--- src/hw/peb_pkg.sv ---
// Contract
// - Append a sanitize-start record whenever a sanitize operation begins; a start seen while one is still pending is dropped and flags overrun.
// - Sanitize-start record header carries type 09h, revision 01h.
// - Sanitize-start payload: capabilities bytes 3:0, dword ten 7:4, dword eleven 11:8.
// - Append a sanitize-completion record whenever a sanitize operation finishes; one seen while one is still pending is dropped and flags overrun.
// - Sanitize-completion record header carries type 0Ah, revision 01h.
// - Completion payload: progress 1:0, status 3:2, vendor code 5:4, reserved 7:6.
// - Set-features record header carries type 0Bh, revision 01h.
// - Log set-features on success, loggable identifier and an actual setting change.
// - Optionally log successful loggable set-features even when the setting is unchanged.
// - Layout bits 31:16 hold buffer byte count; zero means no buffer field.
// - Layout bits 15:4 reserved; one flag marks completion dword 0 appended.
// - Layout bits 2:0 count dwords from dword ten; values 0 and 7 unused.
// - Command dwords start at payload byte 4, four bytes each, normal order.
// - Buffer bytes follow the command dwords directly; omitted when count is zero.
// - Completion dword 0 follows the buffer when flagged, otherwise nothing appended.
// - Command dwords and buffer bytes are copied unchanged.
package peb_pkg;

    localparam logic [7:0]  TYPE_SAN_START = 8'h09;
    localparam logic [7:0]  TYPE_SAN_DONE  = 8'h0A;
    localparam logic [7:0]  TYPE_SET_FEAT  = 8'h0B;
    localparam logic [7:0]  TYPE_REV       = 8'h01;

    localparam logic [15:0] LEN_SAN_START  = 16'h000C;
    localparam logic [15:0] LEN_SAN_DONE   = 16'h0008;
    localparam logic [15:0] LEN_LAYOUT     = 16'h0004;
    localparam logic [15:0] LEN_CPL        = 16'h0004;
    localparam logic [15:0] IDX_DONE_RESV  = 16'h0006;

    localparam logic [2:0]  DW_LO_BAD      = 3'h0;
    localparam logic [2:0]  DW_HI_BAD      = 3'h7;
    localparam logic [2:0]  DW_MIN         = 3'h1;
    localparam logic [2:0]  DW_MAX         = 3'h6;
    localparam int          DW_SLOTS       = 6;

    localparam logic [7:0]  REG_CTRL       = 8'h00;
    localparam logic [7:0]  REG_STATUS     = 8'h04;
    localparam logic [7:0]  REG_IRQ_EN     = 8'h08;
    localparam logic [7:0]  REG_IRQ_CLR    = 8'h0C;
    localparam logic [7:0]  REG_FID_LOG    = 8'h10;

    localparam int          EV_START       = 0;
    localparam int          EV_DONE        = 1;
    localparam int          EV_SF          = 2;
    localparam int          EV_OVR         = 3;
    localparam int          NEV            = 4;
    localparam int          STAT_BUSY_BIT  = 8;
    localparam int          CTRL_SAME_BIT  = 0;
    localparam int          FID_EN_BIT     = 8;

    typedef enum logic [3:0] {
        S_IDLE = 4'b0001,
        S_SST  = 4'b0010,
        S_SDN  = 4'b0100,
        S_SFE  = 4'b1000
    } peb_fsm_t;

    typedef struct packed {
        logic [31:0] command_dword_eleven;
        logic [31:0] command_dword_ten;
        logic [31:0] caps;
    } peb_san_start_t;

    typedef struct packed {
        logic [15:0] resv;
        logic [15:0] info;
        logic [15:0] status;
        logic [15:0] progress;
    } peb_san_done_t;

    typedef struct packed {
        logic [15:0] buf_count;
        logic [11:0] resv;
        logic        cpl_dw0;
        logic [2:0]  dw_count;
    } peb_layout_t;

    typedef struct packed {
        logic [DW_SLOTS-1:0][31:0] cdw;
        peb_layout_t               layout;
        logic [31:0]               cpl;
    } peb_sf_t;

    typedef struct packed {
        logic        valid;
        logic        first;
        logic        last;
        logic [7:0]  typ;
        logic [7:0]  rev;
        logic [15:0] len;
        logic [7:0]  data;
    } peb_out_t;

    typedef struct packed {
        peb_fsm_t       fsm;
        logic [2:0]     pend;
        logic [15:0]    idx;
        logic [15:0]    len;
        peb_san_start_t ss;
        peb_san_done_t  sd;
        peb_sf_t        sf;
        logic           same;
        logic [NEV-1:0] ien;
        logic [NEV-1:0] stat;
        logic [255:0]   logen;
        logic [31:0]    rdata;
        logic           irq;
        peb_out_t       o;
    } peb_state_t;

endpackage

--- src/hw/peb_record_builder.sv ---
// Added by the designer: the register offsets and the plain strobed port.
`timescale 1ns/1ps
`default_nettype none
module peb_record_builder #(
    parameter int BUF_BYTES = 256
) (
    // Clock and reset
    input  wire logic                   CLOCK,
    input  wire logic                   RST_B,
    input  wire logic                   CE,
    // Register port
    input  wire logic [7:0]             REG_ADDR,
    input  wire logic [31:0]            REG_WDATA,
    input  wire logic                   REG_WR,
    input  wire logic                   REG_RD,
    output logic [31:0]                 REG_RDATA,
    output logic                        IRQ,
    // Sanitize start
    input  wire logic                   SAN_START,
    input  wire logic [31:0]            SAN_CAPS,
    input  wire logic [31:0]            SAN_COMMAND_DWORD_TEN,
    input  wire logic [31:0]            SAN_COMMAND_DWORD_ELEVEN,
    // Sanitize completion
    input  wire logic                   SAN_DONE,
    input  wire logic [15:0]            SAN_PROG,
    input  wire logic [15:0]            SAN_STAT,
    input  wire logic [15:0]            SAN_INFO,
    // Set-features completion
    input  wire logic                   SF_DONE,
    input  wire logic                   SF_OK,
    input  wire logic [7:0]             SF_FID,
    input  wire logic                   SF_CHANGED,
    input  wire logic [5:0][31:0]       SF_CDW,
    input  wire logic [2:0]             SF_DW_COUNT,
    input  wire logic [15:0]            SF_BUF_COUNT,
    input  wire logic [31:0]            SF_CPL_DW0,
    input  wire logic                   SF_LOG_CPL,
    // Memory buffer fill
    input  wire logic                   BUF_WE,
    input  wire logic [$clog2(BUF_BYTES)-1:0] BUF_ADDR,
    input  wire logic [7:0]             BUF_DATA,
    // Record byte stream
    output peb_pkg::peb_out_t           REC,
    input  wire logic                   REC_READY
);

    localparam int          BUF_AW  = $clog2(BUF_BYTES);
    localparam logic [15:0] BUF_MAX = 16'(BUF_BYTES);

    peb_pkg::peb_state_t q;
    peb_pkg::peb_state_t d;

    // Buffer is a plain byte store; it must not be rewritten while a
    // set-features record is still draining, since bytes are read live.
    logic [7:0] mem [BUF_BYTES];

    logic                adv;
    logic [peb_pkg::NEV-1:0] ev;
    logic                acc_sf;
    logic [2:0]          dwn;
    logic [15:0]         bc;
    logic [15:0]         dw_end;
    logic [15:0]         buf_end;
    logic [7:0]          sf_byte;
    logic [7:0]          out_byte;

    function automatic logic [7:0] pick(input logic [191:0] v, input logic [4:0] i);
        pick = v[{i, 3'b000} +: 8];
    endfunction

    always_ff @(posedge CLOCK) begin
        if (CE && BUF_WE) begin
            mem[BUF_ADDR] <= BUF_DATA;
        end
    end

    // Set-features record geometry from the captured layout
    always_comb begin
        dw_end  = peb_pkg::LEN_LAYOUT + {11'h000, q.sf.layout.dw_count, 2'b00};
        buf_end = dw_end + q.sf.layout.buf_count;
        if (q.idx < peb_pkg::LEN_LAYOUT) begin
            sf_byte = pick(192'(q.sf.layout), q.idx[4:0]);
        end else if (q.idx < dw_end) begin
            sf_byte = pick(192'(q.sf.cdw), 5'(q.idx - peb_pkg::LEN_LAYOUT));
        end else if (q.idx < buf_end) begin
            sf_byte = mem[BUF_AW'(q.idx - dw_end)];
        end else begin
            sf_byte = pick(192'(q.sf.cpl), 5'(q.idx - buf_end));
        end
    end

    always_comb begin
        case (q.fsm)
            peb_pkg::S_SST: out_byte = pick(192'(q.ss), q.idx[4:0]);
            peb_pkg::S_SDN: out_byte = pick(192'(q.sd), q.idx[4:0]);
            peb_pkg::S_SFE: out_byte = sf_byte;
            default:        out_byte = 8'h00;
        endcase
    end

    always_comb begin
        d      = q;
        ev     = '0;
        adv    = !q.o.valid || REC_READY;
        // A setting left unchanged is logged only when software asks for it
        acc_sf = SF_DONE && SF_OK && q.logen[SF_FID] && (SF_CHANGED || q.same);
        dwn    = SF_DW_COUNT;
        if (SF_DW_COUNT == peb_pkg::DW_LO_BAD) begin
            dwn = peb_pkg::DW_MIN;
        end else if (SF_DW_COUNT == peb_pkg::DW_HI_BAD) begin
            dwn = peb_pkg::DW_MAX;
        end
        bc = (SF_BUF_COUNT > BUF_MAX) ? BUF_MAX : SF_BUF_COUNT;

        // Output stage empties when the sink takes the byte
        if (adv) begin
            d.o.valid = 1'b0;
        end

        // Record emission, one payload byte per accepted cycle
        case (q.fsm)
            peb_pkg::S_IDLE: begin
                d.idx = '0;
                if (q.pend[peb_pkg::EV_START]) begin
                    d.fsm = peb_pkg::S_SST;
                    d.len = peb_pkg::LEN_SAN_START;
                end else if (q.pend[peb_pkg::EV_DONE]) begin
                    d.fsm = peb_pkg::S_SDN;
                    d.len = peb_pkg::LEN_SAN_DONE;
                end else if (q.pend[peb_pkg::EV_SF]) begin
                    d.fsm = peb_pkg::S_SFE;
                    d.len = buf_end + (q.sf.layout.cpl_dw0 ? peb_pkg::LEN_CPL : 16'h0000);
                end
            end
            peb_pkg::S_SST, peb_pkg::S_SDN, peb_pkg::S_SFE: begin
                if (adv) begin
                    d.o.valid = 1'b1;
                    d.o.first = (q.idx == 16'h0000);
                    d.o.last  = (q.idx == q.len - 16'h0001);
                    d.o.len   = q.len;
                    d.o.rev   = peb_pkg::TYPE_REV;
                    d.o.data  = out_byte;
                    d.idx     = q.idx + 16'h0001;
                    case (q.fsm)
                        peb_pkg::S_SST: d.o.typ = peb_pkg::TYPE_SAN_START;
                        peb_pkg::S_SDN: d.o.typ = peb_pkg::TYPE_SAN_DONE;
                        default:        d.o.typ = peb_pkg::TYPE_SET_FEAT;
                    endcase
                    if (q.idx == q.len - 16'h0001) begin
                        d.fsm = peb_pkg::S_IDLE;
                        case (q.fsm)
                            peb_pkg::S_SST: begin
                                d.pend[peb_pkg::EV_START] = 1'b0;
                                ev[peb_pkg::EV_START]     = 1'b1;
                            end
                            peb_pkg::S_SDN: begin
                                d.pend[peb_pkg::EV_DONE] = 1'b0;
                                ev[peb_pkg::EV_DONE]     = 1'b1;
                            end
                            default: begin
                                d.pend[peb_pkg::EV_SF] = 1'b0;
                                ev[peb_pkg::EV_SF]     = 1'b1;
                            end
                        endcase
                    end
                end
            end
            default: begin
                d.fsm = peb_pkg::S_IDLE;
            end
        endcase

        // Capture after the release above, so an event in the closing
        // cycle of its own record is still taken
        if (SAN_START) begin
            if (!d.pend[peb_pkg::EV_START]) begin
                d.pend[peb_pkg::EV_START] = 1'b1;
                d.ss.caps  = SAN_CAPS;
                d.ss.command_dword_ten = SAN_COMMAND_DWORD_TEN;
                d.ss.command_dword_eleven = SAN_COMMAND_DWORD_ELEVEN;
            end else begin
                ev[peb_pkg::EV_OVR] = 1'b1;
            end
        end
        if (SAN_DONE) begin
            if (!d.pend[peb_pkg::EV_DONE]) begin
                d.pend[peb_pkg::EV_DONE] = 1'b1;
                d.sd.progress = SAN_PROG;
                d.sd.status   = SAN_STAT;
                d.sd.info     = SAN_INFO;
                d.sd.resv     = '0;
            end else begin
                ev[peb_pkg::EV_OVR] = 1'b1;
            end
        end
        if (acc_sf) begin
            if (!d.pend[peb_pkg::EV_SF]) begin
                d.pend[peb_pkg::EV_SF]     = 1'b1;
                d.sf.cdw                   = SF_CDW;
                d.sf.layout.buf_count      = bc;
                d.sf.layout.resv           = '0;
                d.sf.layout.cpl_dw0        = SF_LOG_CPL;
                d.sf.layout.dw_count       = dwn;
                d.sf.cpl                   = SF_LOG_CPL ? SF_CPL_DW0 : 32'h00000000;
            end else begin
                ev[peb_pkg::EV_OVR] = 1'b1;
            end
        end

        // Register writes
        if (REG_WR) begin
            case (REG_ADDR)
                peb_pkg::REG_CTRL:    d.same = REG_WDATA[peb_pkg::CTRL_SAME_BIT];
                peb_pkg::REG_IRQ_EN:  d.ien  = REG_WDATA[peb_pkg::NEV-1:0];
                peb_pkg::REG_IRQ_CLR: d.stat = q.stat & ~REG_WDATA[peb_pkg::NEV-1:0];
                peb_pkg::REG_FID_LOG: d.logen[REG_WDATA[7:0]] = REG_WDATA[peb_pkg::FID_EN_BIT];
                default: ;
            endcase
        end
        // A new event beats a clear in the same cycle
        d.stat = d.stat | ev;

        // Register reads, data valid in the next cycle only
        d.rdata = 32'h00000000;
        if (REG_RD) begin
            case (REG_ADDR)
                peb_pkg::REG_CTRL: begin
                    d.rdata[peb_pkg::CTRL_SAME_BIT] = q.same;
                end
                peb_pkg::REG_STATUS: begin
                    d.rdata[peb_pkg::NEV-1:0]         = q.stat;
                    d.rdata[peb_pkg::STAT_BUSY_BIT]   = (q.fsm != peb_pkg::S_IDLE);
                end
                peb_pkg::REG_IRQ_EN: begin
                    d.rdata[peb_pkg::NEV-1:0] = q.ien;
                end
                default: ;
            endcase
        end
        d.irq = |(d.stat & d.ien);
    end

    always_ff @(posedge CLOCK or negedge RST_B) begin
        if (!RST_B) begin
            q <= '{fsm: peb_pkg::S_IDLE, default: '0};
        end else if (CE) begin
            q <= d;
        end
    end

    assign REC       = q.o;
    assign REG_RDATA = q.rdata;
    assign IRQ       = q.irq;

    a_start_header: assert property (
        @(posedge CLOCK) disable iff (!RST_B)
        REC.valid && REC.first && q.fsm == peb_pkg::S_SST
        |-> REC.typ == peb_pkg::TYPE_SAN_START && REC.rev == peb_pkg::TYPE_REV
    ) else $error("sanitize start header wrong");

    a_done_header: assert property (
        @(posedge CLOCK) disable iff (!RST_B)
        REC.valid && REC.typ == peb_pkg::TYPE_SAN_DONE
        |-> REC.rev == peb_pkg::TYPE_REV && REC.len == peb_pkg::LEN_SAN_DONE
    ) else $error("sanitize completion header wrong");

    a_sf_header: assert property (
        @(posedge CLOCK) disable iff (!RST_B)
        CE && adv && q.fsm == peb_pkg::S_SFE
        |=> REC.typ == peb_pkg::TYPE_SET_FEAT && REC.rev == peb_pkg::TYPE_REV
    ) else $error("set-features header wrong");

    a_start_len: assert property (
        @(posedge CLOCK) disable iff (!RST_B)
        REC.valid && REC.typ == peb_pkg::TYPE_SAN_START |-> REC.len == peb_pkg::LEN_SAN_START
    ) else $error("sanitize start length wrong");

    a_start_taken: assert property (
        @(posedge CLOCK) disable iff (!RST_B)
        CE && SAN_START && !q.pend[peb_pkg::EV_START] |=> q.pend[peb_pkg::EV_START]
    ) else $error("sanitize start lost");

    a_done_taken: assert property (
        @(posedge CLOCK) disable iff (!RST_B)
        CE && SAN_DONE && !q.pend[peb_pkg::EV_DONE]
        |=> q.pend[peb_pkg::EV_DONE] && q.sd.progress == $past(SAN_PROG)
    ) else $error("sanitize completion lost");

    a_sf_filter: assert property (
        @(posedge CLOCK) disable iff (!RST_B)
        CE && SF_DONE && !(SF_OK && q.logen[SF_FID]) && !q.pend[peb_pkg::EV_SF]
        && !(q.fsm == peb_pkg::S_SFE)
        |=> !q.pend[peb_pkg::EV_SF]
    ) else $error("set-features logged without criteria");

    a_dw_count: assert property (
        @(posedge CLOCK) disable iff (!RST_B)
        q.fsm == peb_pkg::S_SFE
        |-> q.sf.layout.dw_count != peb_pkg::DW_LO_BAD && q.sf.layout.dw_count != peb_pkg::DW_HI_BAD
    ) else $error("reserved dword count used");

    a_resv_zero: assert property (
        @(posedge CLOCK) disable iff (!RST_B)
        CE && adv && q.fsm == peb_pkg::S_SDN && q.idx >= peb_pkg::IDX_DONE_RESV
        |=> REC.data == 8'h00
    ) else $error("reserved completion byte not zero");

    a_sf_length: assert property (
        @(posedge CLOCK) disable iff (!RST_B)
        q.fsm == peb_pkg::S_SFE
        |-> q.len == buf_end + (q.sf.layout.cpl_dw0 ? peb_pkg::LEN_CPL : 16'h0000)
    ) else $error("set-features length wrong");

    a_start_first: assert property (
        @(posedge CLOCK) disable iff (!RST_B)
        CE && adv && q.fsm == peb_pkg::S_SST && q.idx == 16'h0000
        |=> REC.data == $past(q.ss.caps[7:0])
    ) else $error("sanitize start first byte wrong");

    a_done_first: assert property (
        @(posedge CLOCK) disable iff (!RST_B)
        CE && adv && q.fsm == peb_pkg::S_SDN && q.idx == 16'h0000
        |=> REC.data == $past(q.sd.progress[7:0])
    ) else $error("sanitize completion first byte wrong");

    a_done_type: assert property (
        @(posedge CLOCK) disable iff (!RST_B)
        CE && adv && q.fsm == peb_pkg::S_SDN
        |=> REC.valid && REC.typ == peb_pkg::TYPE_SAN_DONE
    ) else $error("sanitize completion type wrong");

    a_layout_first: assert property (
        @(posedge CLOCK) disable iff (!RST_B)
        CE && adv && q.fsm == peb_pkg::S_SFE && q.idx == 16'h0000
        |=> REC.first && REC.data[2:0] == $past(q.sf.layout.dw_count)
    ) else $error("layout dword count byte wrong");

    a_dword_first: assert property (
        @(posedge CLOCK) disable iff (!RST_B)
        CE && adv && q.fsm == peb_pkg::S_SFE && q.idx == peb_pkg::LEN_LAYOUT
        |=> REC.data == $past(q.sf.cdw[0][7:0])
    ) else $error("first command dword byte wrong");

    a_buffer_first: assert property (
        @(posedge CLOCK) disable iff (!RST_B)
        CE && adv && q.fsm == peb_pkg::S_SFE && q.idx == dw_end && q.sf.layout.buf_count != 16'h0000
        |=> REC.data == $past(mem[0])
    ) else $error("first buffer byte misplaced");

    a_cpl_first: assert property (
        @(posedge CLOCK) disable iff (!RST_B)
        CE && adv && q.fsm == peb_pkg::S_SFE && q.idx == buf_end && q.sf.layout.cpl_dw0
        |=> REC.data == $past(q.sf.cpl[7:0])
    ) else $error("completion dword misplaced");

    a_layout_resv: assert property (
        @(posedge CLOCK) disable iff (!RST_B)
        q.pend[peb_pkg::EV_SF]
        |-> q.sf.layout.resv == '0
    ) else $error("reserved layout bits set");

    a_unchanged_skip: assert property (
        @(posedge CLOCK) disable iff (!RST_B)
        CE && SF_DONE && SF_OK && !SF_CHANGED && !q.same && !q.pend[peb_pkg::EV_SF]
        |=> !q.pend[peb_pkg::EV_SF]
    ) else $error("unchanged setting logged unasked");

    a_done_resv: assert property (
        @(posedge CLOCK) disable iff (!RST_B)
        q.pend[peb_pkg::EV_DONE]
        |-> q.sd.resv == 16'h0000
    ) else $error("reserved completion field set");

endmodule
`default_nettype wire

--- config.mk ---
export PLATFORM = sky130hd
export DESIGN_NAME = peb_record_builder
export DESIGN_NICKNAME = d
export VERILOG_FILES = /design/src/hw/peb_pkg.sv /design/src/hw/peb_record_builder.sv
export SDC_FILE = /design/constraint.sdc
export NUM_CORES = 2
export LEC_CHECK = 0
export BUFFER_PORTS_ARGS = -buffer_cell sky130_fd_sc_hd__buf_2
export CORE_ASPECT_RATIO = 1.75
export CORE_UTILIZATION = 45
export DETAILED_ROUTE_END_ITERATION = 10
export PLACE_DENSITY = 0.64
export SYNTH_ARGS = -nofsm -noshare
export SYNTH_HDL_FRONTEND = slang
export SYNTH_SLANG_ARGS = --single-unit
export TNS_END_PERCENT = 30
--- constraint.sdc ---
create_clock -name CLOCK -period 5.7 [get_ports CLOCK]
set_input_delay 1.14 -clock CLOCK [delete_from_list [all_inputs] [get_ports CLOCK]]
set_output_delay 1.14 -clock CLOCK [all_outputs]
set_load 0.01 [all_outputs]
==> results.ini <==
[sta]
slew_violations=0
fin_crit_sh_pct=87.2
final.setup.tns_ps=0
maxSlewHeadroom_pct=7.31
tightest_slew_ps=1390
fin_skew_ps=41.9
finalSetupViolCount=0
fmax_mhz=201
finalWorstPathRequiredPeriod_ps=4970
finalHoldViolations=0
rsz0062_at_grt=false

[clock_tree]
cts_buffers=269
htreeDepth=5
clock-root-buffer=clkbuf_16
insertion_delay_ps=840
post-cts-setup-buffers=0
cts.path.max_buffers=4
tritoncts=done
clkTransAtPathRegs_ps=70
postCtsHoldBufs=0
cts_resized=0
clkSinkCount=2776

[yosys]
synth.distinct_cells=83
ys.flop_type=edfxtp_1
yosysSeqAreaShare_pct=68.1
yosys-top-cells-area=edfxtp_1 53%, dfrtp_1 16%, mux4_2 14%, mux2_2 2.1%, nand2_1 1.8%
ys_ff_latch=2776
syn_area_um2=117000
synth_edf_count=2048
yosysTopAreaCell=edfxtp_1
post_synth.cell_area_avg_um2=17.1
async_reset_ff_share_pct=26.2
yosys_warnings=0
netlist.area_leader.share_pct=52.6
syn_inst=6861

[routing]
firstDrtPassIters=6
wl_mm=338
num_vias=65931
drt_iter0_drc=5715
wl_per_cell_um=31.0
drc=0
ant_nets=0
viasPerCell=6.05

[place]
dpl.hpwl_mm=229
io_buffer_count=477
place_congestion=0.942

[layout]
final_common_cell=edfxtp_1
fin_util_pct=51.2
post_route_cells_drive_above_1_share_pct=29.2
area_growth_pct=13.1
nNetsFinal=7815
final_cell_mix=2,048 x edfxtp_1, 747 x mux4_2, 724 x dfrtp_1
fillers=20814

[run_status]
status=finished, final reports clean

[power_and_ir_drop]
leakage_nw=48.1
p_per_area_nw_per_um2=447
irDropWorstVdd_mv=0.535

[global_route]
antenna_found_initial=46
track_usage_pct=25.6
grt_max_degree=169
overflow=0
grt_pass1_vias=69094
grt_pass1_wl_mm=487

[die]
coreArea_um2=259000
fp.dieW_um=387
dieArea_um2=262000
fp-row-count=247
start_util_pct=45.2
fp.dieH_um=677
ioPinCount=540

[worst_setup_path]
cp.required_ps=6480
cp-end-kind=flip-flop
path_max_fanout=7
worstSetupStartpointType=flip-flop
crit_arrival_ps=5750
crit_type=flip-flop to flip-flop

[flow_run]
max_cap_viol_count=0

[worst_hold_path]
min_path_type=input port to async pin

==> flip-flops by register name (all words and copies together) (netlist names), named ones only <==
signal     count
mem         2048
q            436
REC           29
REG_RDATA      5
IRQ            1
==> cells by family after synthesis <==
| group | count (synthesis) | synth area share, % |
|---|---|---|
| flops | 2776 | 68.1 |
| simple gates | 1515 | 5.78 |
| mux | 1269 | 19.6 |
| buf+inv | 608 | 2.48 |
| compound gates | 600 | 3.16 |
| xor+xnor | 55 | 0.412 |
| fa+ha+maj | 37 | 0.413 |
| other cells | 1 | 0.00321 |
==> per-stage QoR <==
| step | total power [mW] | hold WS (ps) | cells | cell area, um2 | setup WS [ps] |
|---|---|---|---|---|---|
| after floorplan | 33.8 | 447 | 6899 | 117000 | 1450 |
| after global placement | 41.1 | 463 | 10405 | 123000 | 371 |
| after detailed placement | 41.3 | 458 | 10405 | 123000 | 427 |
| after CTS | 59.4 | 256 | 10876 | 132000 | 816 |
| after global routing | 60.7 | 291 | 10893 | 132000 | 486 |
| final | 59.2 | 276 | 10904 | 132000 | 730 |
==> synth_stat cells (16+ instances only) <==
| cell | n |
|---|---|
| ha_1 | 33 |
| edfxtp_1 | 2048 |
| mux2_2 | 219 |
| o21ai_0 | 327 |
| mux2_1 | 20 |
| nor2b_1 | 40 |
| nand2b_1 | 21 |
| mux2_4 | 122 |
| nor2_1 | 367 |
| mux2i_1 | 161 |
| buf_4 | 97 |
| a22oi_1 | 25 |
| nand4_1 | 32 |
| xnor2_1 | 30 |
| a21oi_1 | 50 |
| a32oi_1 | 17 |
| inv_1 | 85 |
| buf_2 | 97 |
| o22ai_1 | 23 |
| nand3_1 | 359 |
| nor4_1 | 16 |
| nor3_1 | 36 |
| dfrtp_1 | 727 |
| a211oi_1 | 23 |
| clkbuf_1 | 243 |
| buf_6 | 16 |
| buf_1 | 69 |
| a22o_1 | 16 |
| nand2_1 | 557 |
| xor2_1 | 25 |
| mux4_2 | 747 |
| and2_1 | 16 |
==> critical path, stage by stage (launching register included) <==
cell	delay, ps
dfrtp_1	410
ha_1	420
ha_1	310
a21o_1	190
a21o_1	210
a21oi_1	440
nor3_1	140
xnor2_1	360
ha_1	200
nand4_1	160
a2111oi_0	740
a221oi_1	180
buf_4	220
a21bo_2	250
o21ai_0	350
a211o_1	200
a32o_1	130
==> power breakdown <==
part	total, mW	internal (mW)	switching (mW)
clock network	18.2	10.5	7.69
logic	17.7	7.27	10.4
registers	23.3	22.6	0.764
==> area by class of cell <==
| type | count | area [um2] | share of cell area (%) |
|---|---|---|---|
| clock buffer | 356 | 7530 | 5.69 |
| tap | 3361 | 4210 | 3.18 |
| timing repair buffer | 668 | 4470 | 3.38 |
| multi-input combinational | 3515 | 34700 | 26.2 |
| sequential | 2776 | 79700 | 60.2 |
| clock inverter | 115 | 1290 | 0.974 |
| inverter | 85 | 319 | 0.241 |
| antenna | 28 | 70.1 | 0.0529 |
==> worst paths after layout <==
check	start	end	slack, ps	cells past startpoint
setup / recovery	q[373]	REC[2]	730	16
setup reg to reg	q[373]	REC[2]	730	16
min in group CLOCK	REC[11]	REC[11]	470	2
max in group asynchronous	RST_B	q[590]	4070	2
hold / removal	RST_B	q[601]	280	1
hold reg to reg	REC[11]	REC[11]	470	2
==> metal layers <==
layer | GRT usage (%) | share of wire (%) | vias up
met1 | 28.3 | 34 | 34455
met3 | 4.95 | 7.1 | 873
li1 | - | - | 27611
met5 | 0 | 0.051 | -
met4 | 16.6 | 7.4 | 26
met2 | 45.0 | 52 | 2966
(Power assumes the default switching activity.)
